[config.mk]
export PLATFORM = sky130hd
export DESIGN_NAME = edge_irq_select
export DESIGN_NICKNAME = d
export VERILOG_FILES = /design/src/rtl/edge_irq_pkg.sv /design/src/rtl/edge_irq_select.sv
export VERILOG_INCLUDE_DIRS = /design/src /design/src/rtl
export SDC_FILE = /design/constraint.sdc
export NUM_CORES = 1
export LEC_CHECK = 0
export BUFFER_PORTS_ARGS = -buffer_cell sky130_fd_sc_hd__clkbuf_2
export CORE_MARGIN = 2
export CORE_UTILIZATION = 60
export CTS_CLUSTER_SIZE = 14
export DETAILED_ROUTE_END_ITERATION = 6
export HOLD_SLACK_MARGIN = 0.08
export PLACE_DENSITY = 0.85
export SLEW_MARGIN = 20
export SYNTH_ARGS = -nofsm -noshare
export SYNTH_HDL_FRONTEND = slang
export SYNTH_SLANG_ARGS = --single-unit
[constraint.sdc]
create_clock -name mclk -period 2.8 [get_ports mclk]
set_clock_uncertainty 0.2 [all_clocks]
set_input_delay 0.28 -clock mclk [delete_from_list [all_inputs] [get_ports mclk]]
set_output_delay 0.28 -clock mclk [all_outputs]
set_load 0.1 [all_outputs]
[src/rtl/edge_irq_regs.svh]
`ifndef EDGE_IRQ_REGS_SVH
`define EDGE_IRQ_REGS_SVH

// register indices on the internal register port
`define EDGE_SEL_LOW_ADDR 6'h25
`define EDGE_SEL_DUAL_ADDR 6'h26
`define EDGE_SEL_RESET 24'h000000

// field geometry
`define SINGLE_CHANS 12
`define DUAL_CHANS 6
`define SINGLE_FIELD_W 2
`define DUAL_FIELD_W 4

// 2-bit selection codes
`define SEL_NONE 2'h0
`define SEL_RISE 2'h1
`define SEL_FALL 2'h2
`define SEL_BOTH 2'h3

`endif

[src/rtl/edge_irq_pkg.sv]
package edge_irq_pkg;

	// one register access from the serial front end
	typedef struct packed {
		logic wr;
		logic [5:0] addr;
		logic [23:0] wdata;
	} reg_req_s;

	// one crossing event: which inputs rose above and fell below
	typedef struct packed {
		logic [17:0] rise;
		logic [17:0] fall;
	} cross_s;

endpackage : edge_irq_pkg

[src/rtl/edge_irq_select.sv]
`include "edge_irq_regs.svh"

////////////////////////////////////////////////////////////////////////////////
module edge_irq_select (
	// clock and reset
	input wire logic mclk,
	input wire logic reset_n,
	// register port from the serial front end
	input wire edge_irq_pkg::reg_req_s reg_req,
	input wire logic reg_req_valid,
	output logic [23:0] reg_rdata,
	// comparator results, one bit per input, high while above threshold
	input wire logic sample_valid,
	input wire logic [11:0] above_assigned_threshold,
	input wire logic [5:0] above_pair_threshold_first,
	input wire logic [5:0] above_pair_threshold_second,
	// crossing flags, one-cycle pulses per input
	output logic [11:0] chan_irq_event,
	output logic [5:0] dual_irq_event_first,
	output logic [5:0] dual_irq_event_second,
	output logic irq_any
);

	////////////////////////////////////////////////////////////////////////////////
	// registers

	logic [23:0] sel_low_q, sel_low_d;
	logic [23:0] sel_dual_q, sel_dual_d;
	logic [23:0] rdata_q, rdata_d;

	always_comb begin
		sel_low_d = sel_low_q;
		sel_dual_d = sel_dual_q;
		rdata_d = rdata_q;
		if (reg_req_valid) begin
			if (reg_req.addr == `EDGE_SEL_LOW_ADDR) begin
				rdata_d = sel_low_q;
				if (reg_req.wr)
					sel_low_d = reg_req.wdata;
			end else if (reg_req.addr == `EDGE_SEL_DUAL_ADDR) begin
				rdata_d = sel_dual_q;
				if (reg_req.wr)
					sel_dual_d = reg_req.wdata;
			end else begin
				// other offsets belong to other blocks; read as zero here
				rdata_d = 24'h000000;
			end
		end
	end

	always_ff @(posedge mclk) begin
		if (!reset_n) begin
			sel_low_q <= `EDGE_SEL_RESET;
			sel_dual_q <= `EDGE_SEL_RESET;
			rdata_q <= 24'h000000;
		end else begin
			sel_low_q <= sel_low_d;
			sel_dual_q <= sel_dual_d;
			rdata_q <= rdata_d;
		end
	end

	assign reg_rdata = rdata_q;

	////////////////////////////////////////////////////////////////////////////////
	// crossing detection

	// first sample after reset only primes the history, so power-up levels raise nothing
	logic primed_q, primed_d;
	logic [11:0] prev_low_q, prev_low_d;
	logic [5:0] prev_a_q, prev_a_d;
	logic [5:0] prev_b_q, prev_b_d;
	logic [11:0] ev_low_q, ev_low_d;
	logic [5:0] ev_a_q, ev_a_d;
	logic [5:0] ev_b_q, ev_b_d;
	edge_irq_pkg::cross_s cross_a, cross_b;
	logic [11:0] rise_low, fall_low;

	function automatic logic pick(input logic [1:0] sel, input logic rise, input logic fall);
		logic r;
		r = 1'b0;
		unique case (sel)
			`SEL_NONE: r = 1'b0;
			`SEL_RISE: r = rise;
			`SEL_FALL: r = fall;
			`SEL_BOTH: r = rise | fall;
		endcase
		return r;
	endfunction : pick

	always_comb begin
		rise_low = above_assigned_threshold & ~prev_low_q;
		fall_low = ~above_assigned_threshold & prev_low_q;
		cross_a.rise = {12'h000, above_pair_threshold_first & ~prev_a_q};
		cross_a.fall = {12'h000, ~above_pair_threshold_first & prev_a_q};
		cross_b.rise = {12'h000, above_pair_threshold_second & ~prev_b_q};
		cross_b.fall = {12'h000, ~above_pair_threshold_second & prev_b_q};
		prev_low_d = prev_low_q;
		prev_a_d = prev_a_q;
		prev_b_d = prev_b_q;
		primed_d = primed_q;
		ev_low_d = 12'h000;
		ev_a_d = 6'h00;
		ev_b_d = 6'h00;
		if (sample_valid) begin
			prev_low_d = above_assigned_threshold;
			prev_a_d = above_pair_threshold_first;
			prev_b_d = above_pair_threshold_second;
			primed_d = 1'b1;
			if (primed_q) begin
				for (int i = 0; i < `SINGLE_CHANS; i++)
					ev_low_d[i] = pick(sel_low_q[2*i +: 2], rise_low[i], fall_low[i]);
				for (int j = 0; j < `DUAL_CHANS; j++) begin
					ev_a_d[j] = pick(sel_dual_q[4*j +: 2], cross_a.rise[j], cross_a.fall[j]);
					ev_b_d[j] = pick(sel_dual_q[4*j+2 +: 2], cross_b.rise[j], cross_b.fall[j]);
				end
			end
		end
	end

	always_ff @(posedge mclk) begin
		if (!reset_n) begin
			primed_q <= 1'b0;
			prev_low_q <= 12'h000;
			prev_a_q <= 6'h00;
			prev_b_q <= 6'h00;
			ev_low_q <= 12'h000;
			ev_a_q <= 6'h00;
			ev_b_q <= 6'h00;
		end else begin
			primed_q <= primed_d;
			prev_low_q <= prev_low_d;
			prev_a_q <= prev_a_d;
			prev_b_q <= prev_b_d;
			ev_low_q <= ev_low_d;
			ev_a_q <= ev_a_d;
			ev_b_q <= ev_b_d;
		end
	end

	assign chan_irq_event = ev_low_q;
	assign dual_irq_event_first = ev_a_q;
	assign dual_irq_event_second = ev_b_q;
	assign irq_any = |{ev_low_q, ev_a_q, ev_b_q};

	////////////////////////////////////////////////////////////////////////////////
	// checks

	disabled_chan_quiet_a: assert property (@(posedge mclk) disable iff (!reset_n)
		(sel_low_q[1:0] == `SEL_NONE) |=> !chan_irq_event[0])
		else $error("input 0 flagged while disabled");

	rise_only_a: assert property (@(posedge mclk) disable iff (!reset_n)
		(sel_low_q[3:2] == `SEL_RISE) && sample_valid && primed_q && above_assigned_threshold[1] && !prev_low_q[1]
		|=> chan_irq_event[1])
		else $error("rising crossing of input 1 not flagged");

	fall_only_a: assert property (@(posedge mclk) disable iff (!reset_n)
		chan_irq_event[2] && ($past(sel_low_q[5:4]) == `SEL_FALL) |-> !$past(above_assigned_threshold[2]))
		else $error("input 2 flagged without falling crossing");

	both_dirs_a: assert property (@(posedge mclk) disable iff (!reset_n)
		(sel_low_q[23:22] == `SEL_BOTH) && sample_valid && primed_q
		&& (above_assigned_threshold[11] != prev_low_q[11]) |=> chan_irq_event[11])
		else $error("input 11 crossing missed in both mode");

	dual_high_field_a: assert property (@(posedge mclk) disable iff (!reset_n)
		reg_req_valid && reg_req.wr && reg_req.addr == `EDGE_SEL_DUAL_ADDR
		|=> sel_dual_q[23:12] == $past(reg_req.wdata[23:12]))
		else $error("dual register upper fields not written");

	first_pair_a: assert property (@(posedge mclk) disable iff (!reset_n)
		dual_irq_event_first[0] |-> $past(sel_dual_q[1:0]) != `SEL_NONE)
		else $error("input 12 first threshold flagged while disabled");

	second_pair_a: assert property (@(posedge mclk) disable iff (!reset_n)
		dual_irq_event_second[5] |-> $past(sel_dual_q[23:22]) != `SEL_NONE)
		else $error("input 17 second threshold flagged while disabled");

	dual_low_field_a: assert property (@(posedge mclk) disable iff (!reset_n)
		reg_req_valid && !reg_req.wr && reg_req.addr == `EDGE_SEL_DUAL_ADDR
		|=> reg_rdata[11:0] == $past(sel_dual_q[11:0]))
		else $error("dual register lower fields read back wrong");

	no_sample_quiet_a: assert property (@(posedge mclk) disable iff (!reset_n)
		!sample_valid |=> !irq_any)
		else $error("event flagged without a new sample");

	unprimed_quiet_a: assert property (@(posedge mclk) disable iff (!reset_n)
		sample_valid && !primed_q |=> !irq_any)
		else $error("event flagged on the priming sample");

	low_write_a: assert property (@(posedge mclk) disable iff (!reset_n)
		reg_req_valid && reg_req.wr && reg_req.addr == `EDGE_SEL_LOW_ADDR
		|=> sel_low_q == $past(reg_req.wdata))
		else $error("low register not written");

	sel_hold_a: assert property (@(posedge mclk) disable iff (!reset_n)
		!(reg_req_valid && reg_req.wr) |=> $stable(sel_low_q) && $stable(sel_dual_q))
		else $error("selection changed without a write");

	// unmapped offsets must not echo a selection register
	unknown_addr_zero_a: assert property (@(posedge mclk) disable iff (!reset_n)
		reg_req_valid && reg_req.addr != `EDGE_SEL_LOW_ADDR && reg_req.addr != `EDGE_SEL_DUAL_ADDR
		|=> reg_rdata == 24'h000000)
		else $error("unmapped offset read back nonzero");

	first_rise_a: assert property (@(posedge mclk) disable iff (!reset_n)
		(sel_dual_q[1:0] == `SEL_RISE) && sample_valid && primed_q
		&& above_pair_threshold_first[0] && !prev_a_q[0]
		|=> dual_irq_event_first[0])
		else $error("input 12 first threshold rise not flagged");

	second_rise_a: assert property (@(posedge mclk) disable iff (!reset_n)
		(sel_dual_q[23:22] == `SEL_RISE) && sample_valid && primed_q
		&& above_pair_threshold_second[5] && !prev_b_q[5]
		|=> dual_irq_event_second[5])
		else $error("input 17 second threshold rise not flagged");

	chan13_both_a: assert property (@(posedge mclk) disable iff (!reset_n)
		(sel_dual_q[7:6] == `SEL_BOTH) && sample_valid && primed_q
		&& (above_pair_threshold_second[1] != prev_b_q[1])
		|=> dual_irq_event_second[1])
		else $error("input 13 second threshold crossing missed");

endmodule : edge_irq_select

---- Word level (Yosys, flattened, before mapping) ----
Cells that the tools add are included.
storage, ports and cells
  bits of input ports ..................... 59
  bits in registers ....................... 121
  output and inout bits ................... 49
  word-level logic and storage cells ...... 175
operators by class
  mux-type cells .......................... 26
  reductions and logical operators ........ 28
  eq/ne operators ......................... 74
  bitwise gates (word level) .............. 37
operator list
  kind                number
  $eq 2x2->1 const B  48
  $pmux 1 s4          24
  $eq 2x1->1 const B  24
  $logic_not 2->1     24
  $mux 24             2
  $and 12x12->12      2
  $and 6x6->6         4
  $not 12->12         2
  $not 6->6           4
  $or 1x1->1          24
  $reduce_or 24->1    1
  $eq 6x6->1 const B  2
  $reduce_and 3->1    2
  $reduce_and 4->1    1
  $not 1->1           1

---- Logic depth before layout (Yosys ltp) ----
  depth after elaboration ................. 4
  depth in mapped cells ................... 6
  mapped depth without buffers ............ 5

---- Worst setup path before layout ----
No wires, ideal clock.
  path type ............................... register to output
  start ................................... register ev_b_q[1] (netlist: dual_irq_event_second[1])
  end ..................................... output port irq_any
  arrival ................................. 1,993 ps
  buffers on the path ..................... 0
  required time ........................... 2,320 ps
  stages on the path, launching flop included .. 4
  slack ................................... 327 ps
  cells stage by stage .................... dfxtp_1 > nor4_1 > and4_1 > nand3_1
between the ends
  longest elaborated chain between the ends .. 1
RTL lines
  item                      RTL line                source
  start: declaration        edge_irq_select.sv:75   logic [5:0] ev_b_q, ev_b_d;
  start signal: assignment  edge_irq_select.sv:137  ev_b_q <= ev_b_d;
  $reduce_or 24->1          edge_irq_select.sv:144  assign irq_any = |{ev_low_q, ev_a_q, ev_b_q};
  end: declaration          edge_irq_select.sv:21   output logic irq_any
No other way between the ends.

---- Worst setup path in the final report ----
  start ................................... register ev_low_q[1] (netlist: chan_irq_event[1])
  end ..................................... output port irq_any
between the ends
  longest elaborated chain between the ends .. 1
RTL lines
  item                      RTL line                source
  start: declaration        edge_irq_select.sv:73   logic [11:0] ev_low_q, ev_low_d;
  start signal: assignment  edge_irq_select.sv:135  ev_low_q <= ev_low_d;
  $reduce_or 24->1          edge_irq_select.sv:144
No other way between the ends.

==> impl_metrics.yaml <==
final_layout:
  fin_cells: 970
  area_growth_syn_to_layout_pct: 26.7
  fill_cells: 636
  register_area_um2: 2420
  drive_gt1_share_pct: 18.2
  diodes: 0
  nNetsFinal: 931
  multi_input_area_um2: 3250
power_and_ir_drop:
  power_density_nw_per_um2: 583
  max-vdd-ir-drop_uv: 538
  p_leak_uw: 0.00311
route:
  wl_um: 18200
  vias: 5975
  wl_per_cell_um: 18.8
  routed_via_density: 6.16
  drtPass1Iterations: 5
  drt_iter0_markers: 589
  ant_nets: 0
  drc_errors: 0
clock_network:
  h-tree-depth: 4
  postCtsSetupBuffers: 0
  cts_sinks: 121
  cts_buffers: 17
  tritoncts: "done"
  clockBufferDepth: 2
  clk_pin_slew_worst_paths_ns: 0.06
  post_cts_resize_count: 0
  ctsHoldBuffers: 48
  root_buffer: "clkbuf_8"
  clk_latency_ns: 0.52
timing:
  slew_headroom_pct: 45.4
  setup_viol: 0
  layout_min_cycle_time_ns: 2.58
  finalMaxSlewViolations: 0
  rsz0062_at_grt: "no"
  fmax_ghz: 0.388
  period_share_pct: 92.1
  final.setup.tns_ns: 0
  worstMarginPinSlew_ns: 0.817
  hold_viol: 0
  fin_ws_ns: 0.222
logic_synthesis:
  ys_ff_latch: 121
  synth_flop_cell: "dfxtp_1"
  async_reset_ff_share_pct: 0
  synth_edf_count: 0
  synth.top_cell.area_share_pct: 39.8
  synth.largest_area_cell: "dfxtp_1"
  synth_area_leaders: "dfxtp_1 (40%), ha_1 (9.9%), nor2b_1 (6.9%)"
  seq_area_frac_synth_pct: 39.8
  synth_cell_types: 27
  syn_area_per_cell_um2: 8.78
  ys_warn_count: 0
  syn_inst: 694
  netlist_area_um2: 6090
  syn-num-nets: 801
grt:
  grt_pass1_wl_um: 28800
  grt_max_degree: 98
  grt_overflow_total: 0
  grt_pass1_vias: 5780
  antenna_found_initial: 0
  track_usage_pct: 33.1
critical_path:
  crit_family: "simple AND/OR/NAND/NOR gates"
  crit_cells: 4
  regToRegSetupSlack_ns: 1.04
  crit_fanout: 2
  crit_chain: "nor4_1 > and4_1 > nand3_1 > clkbuf_2"
  cp_num_buf_inv: 1
  critPathCaptureType: "output port"
  r2r_cells: 3
  arrival_ns: 2.10
  timing.rr.end: "chan_irq_event[8]"
  crit_path_top_delay_cell: "nor4_1"
  cp_slowest_stage_delay_ns: 0.43
  crit_type: "reg -> out"
  required_ns: 2.32
  reg2reg_from: "primed_q"
  cp-start-kind: "flip-flop"
  worstSetupEndpoint: "irq_any"
  startpoint: "chan_irq_event[1]"
status:
  outcome: "finished clean"
floorplan:
  die_width_um: 105
  core-area_um2: 9820
  rows: 36
  dieHeight_um: 105
  die_area_um2: 11000
  io_pins: 108
  start_util_pct: 62.1
hold_path:
  hold_path.class: "in -> reg"
placement:
  pre_cts_ws_ns: 0.773
  dpl.hpwl_um: 10800
  place_congestion: 0.869
  port_buffers: 107
  placedCellCount: 890
run:
  cap_violations: 0
[per-stage QoR]
stage / cell area (um2) / hold slack, ns / power (uW) / utilization (%)
6_report: 7720 / 0.160 / 4500 / 78.6
3_5_place_dp: 6650 / 0.268 / 2280 / 67.7
2_1_floorplan: 6090 / 0.228 / 2140 / -
4_1_cts: 7720 / 0.138 / 4500 / 78.6
5_1_grt: 7720 / 0.160 / 4630 / 78.6
3_3_place_gp: 6650 / 0.264 / 2260 / 67.7
[flip-flops by register name, indices dropped and copies added (netlist names)]
| register | count |
|---|---|
| reg_rdata | 24 |
| sel_dual_q | 24 |
| sel_low_q | 24 |
| chan_irq_event | 12 |
| prev_low_q | 12 |
| dual_irq_event_first | 6 |
| dual_irq_event_second | 6 |
| prev_a_q | 6 |
| prev_b_q | 6 |
| primed_q | 1 |
[tightest hold or removal path: stages]
cell and delay, ns:
clkbuf_2 0.09, buf_4 0.27, a31oi_1 0.18
[worst min path at each step]
stage                   from       endpoint  slack, ns  cells past startpoint
2_1_floorplan       primed_q       primed_q       0.23                      1
3_3_place_gp        primed_q       primed_q       0.26                      1
3_5_place_dp        primed_q       primed_q       0.27                      1
4_1_cts        reg_req_valid  reg_rdata[10]       0.14                      3
5_1_grt        reg_req_valid  reg_rdata[15]       0.16                      3
6_report       reg_req_valid  reg_rdata[15]       0.16                      3
[cell usage after synthesis (all sizes together) (3+ instances only)]
cell type	n
dfxtp	121
o21ai	93
nor2b	67
nand3	50
a21boi	48
ha	48
inv	48
nand4	48
clkbuf	31
a21oi	24
a31oi	24
buf	24
mux2i	24
nand3b	24
nor4	6
nand2	3
o211ai	3
[cell usage in the layout, fill, tap and decap left out, types with 2 or more instances in the layout]
cell type / count
clkinvlp_4: 5
bufinv_16: 3
a21oi_1: 24
clkbuf_2: 107
nand3b_1: 24
o21ai_0: 58
o211ai_1: 3
nor2b_1: 66
ha_1: 48
nand3_1: 50
nand4b_1: 2
nand2_1: 3
dlygate4sd3_1: 48
clkinv_4: 5
clkbuf_16: 16
nand4_1: 48
buf_4: 10
o21ai_1: 35
a21boi_1: 48
nor4_1: 6
mux2i_1: 24
a31oi_1: 24
inv_1: 48
dfxtp_1: 121
[report_power, final]
| group | leakage [uW] | total (uW) | switching [uW] | internal (uW) |
|---|---|---|---|---|
| Sequential | 0.000984 | 1790 | 30.4 | 1760 |
| Combinational | 0.00185 | 524 | 342 | 182 |
| Clock | 0.000273 | 2180 | 825 | 1360 |
[cells by family (layout without fill, tap and decap cells)]
| logic type | Yosys count | count (layout) | share of synthesized area (%) |
|---|---|---|---|
| adder cells (fa/ha/maj) | 48 | 48 | 9.86 |
| multiplexers | 24 | 24 | 3.94 |
| AO/OA/AOI/OAI | 193 | 193 | 18.5 |
| AND/OR/NAND/NOR | 205 | 205 | 20.7 |
| buffers and inverters | 103 | 246 | 7.25 |
| flip-flops | 121 | 121 | 39.8 |
[cell type report]
| class | count | area share [%] |
|---|---|---|
| sequential | 121 | 31.4 |
| tap | 133 | 2.16 |
| inverter | 48 | 2.33 |
| multi-input combinational | 470 | 42.0 |
| clock buffer | 18 | 5.41 |
| timing repair buffer | 166 | 14.4 |
| clock inverter | 14 | 2.29 |
[routing by layer]
layer | routed length [um] | track usage, %
met2 | 9120 | 57.1
met3 | 1370 | 6.55
met1 | 7050 | 39.0
met5 | 0 | 0
met4 | 698 | 16.6
(Power assumes the default switching activity.)
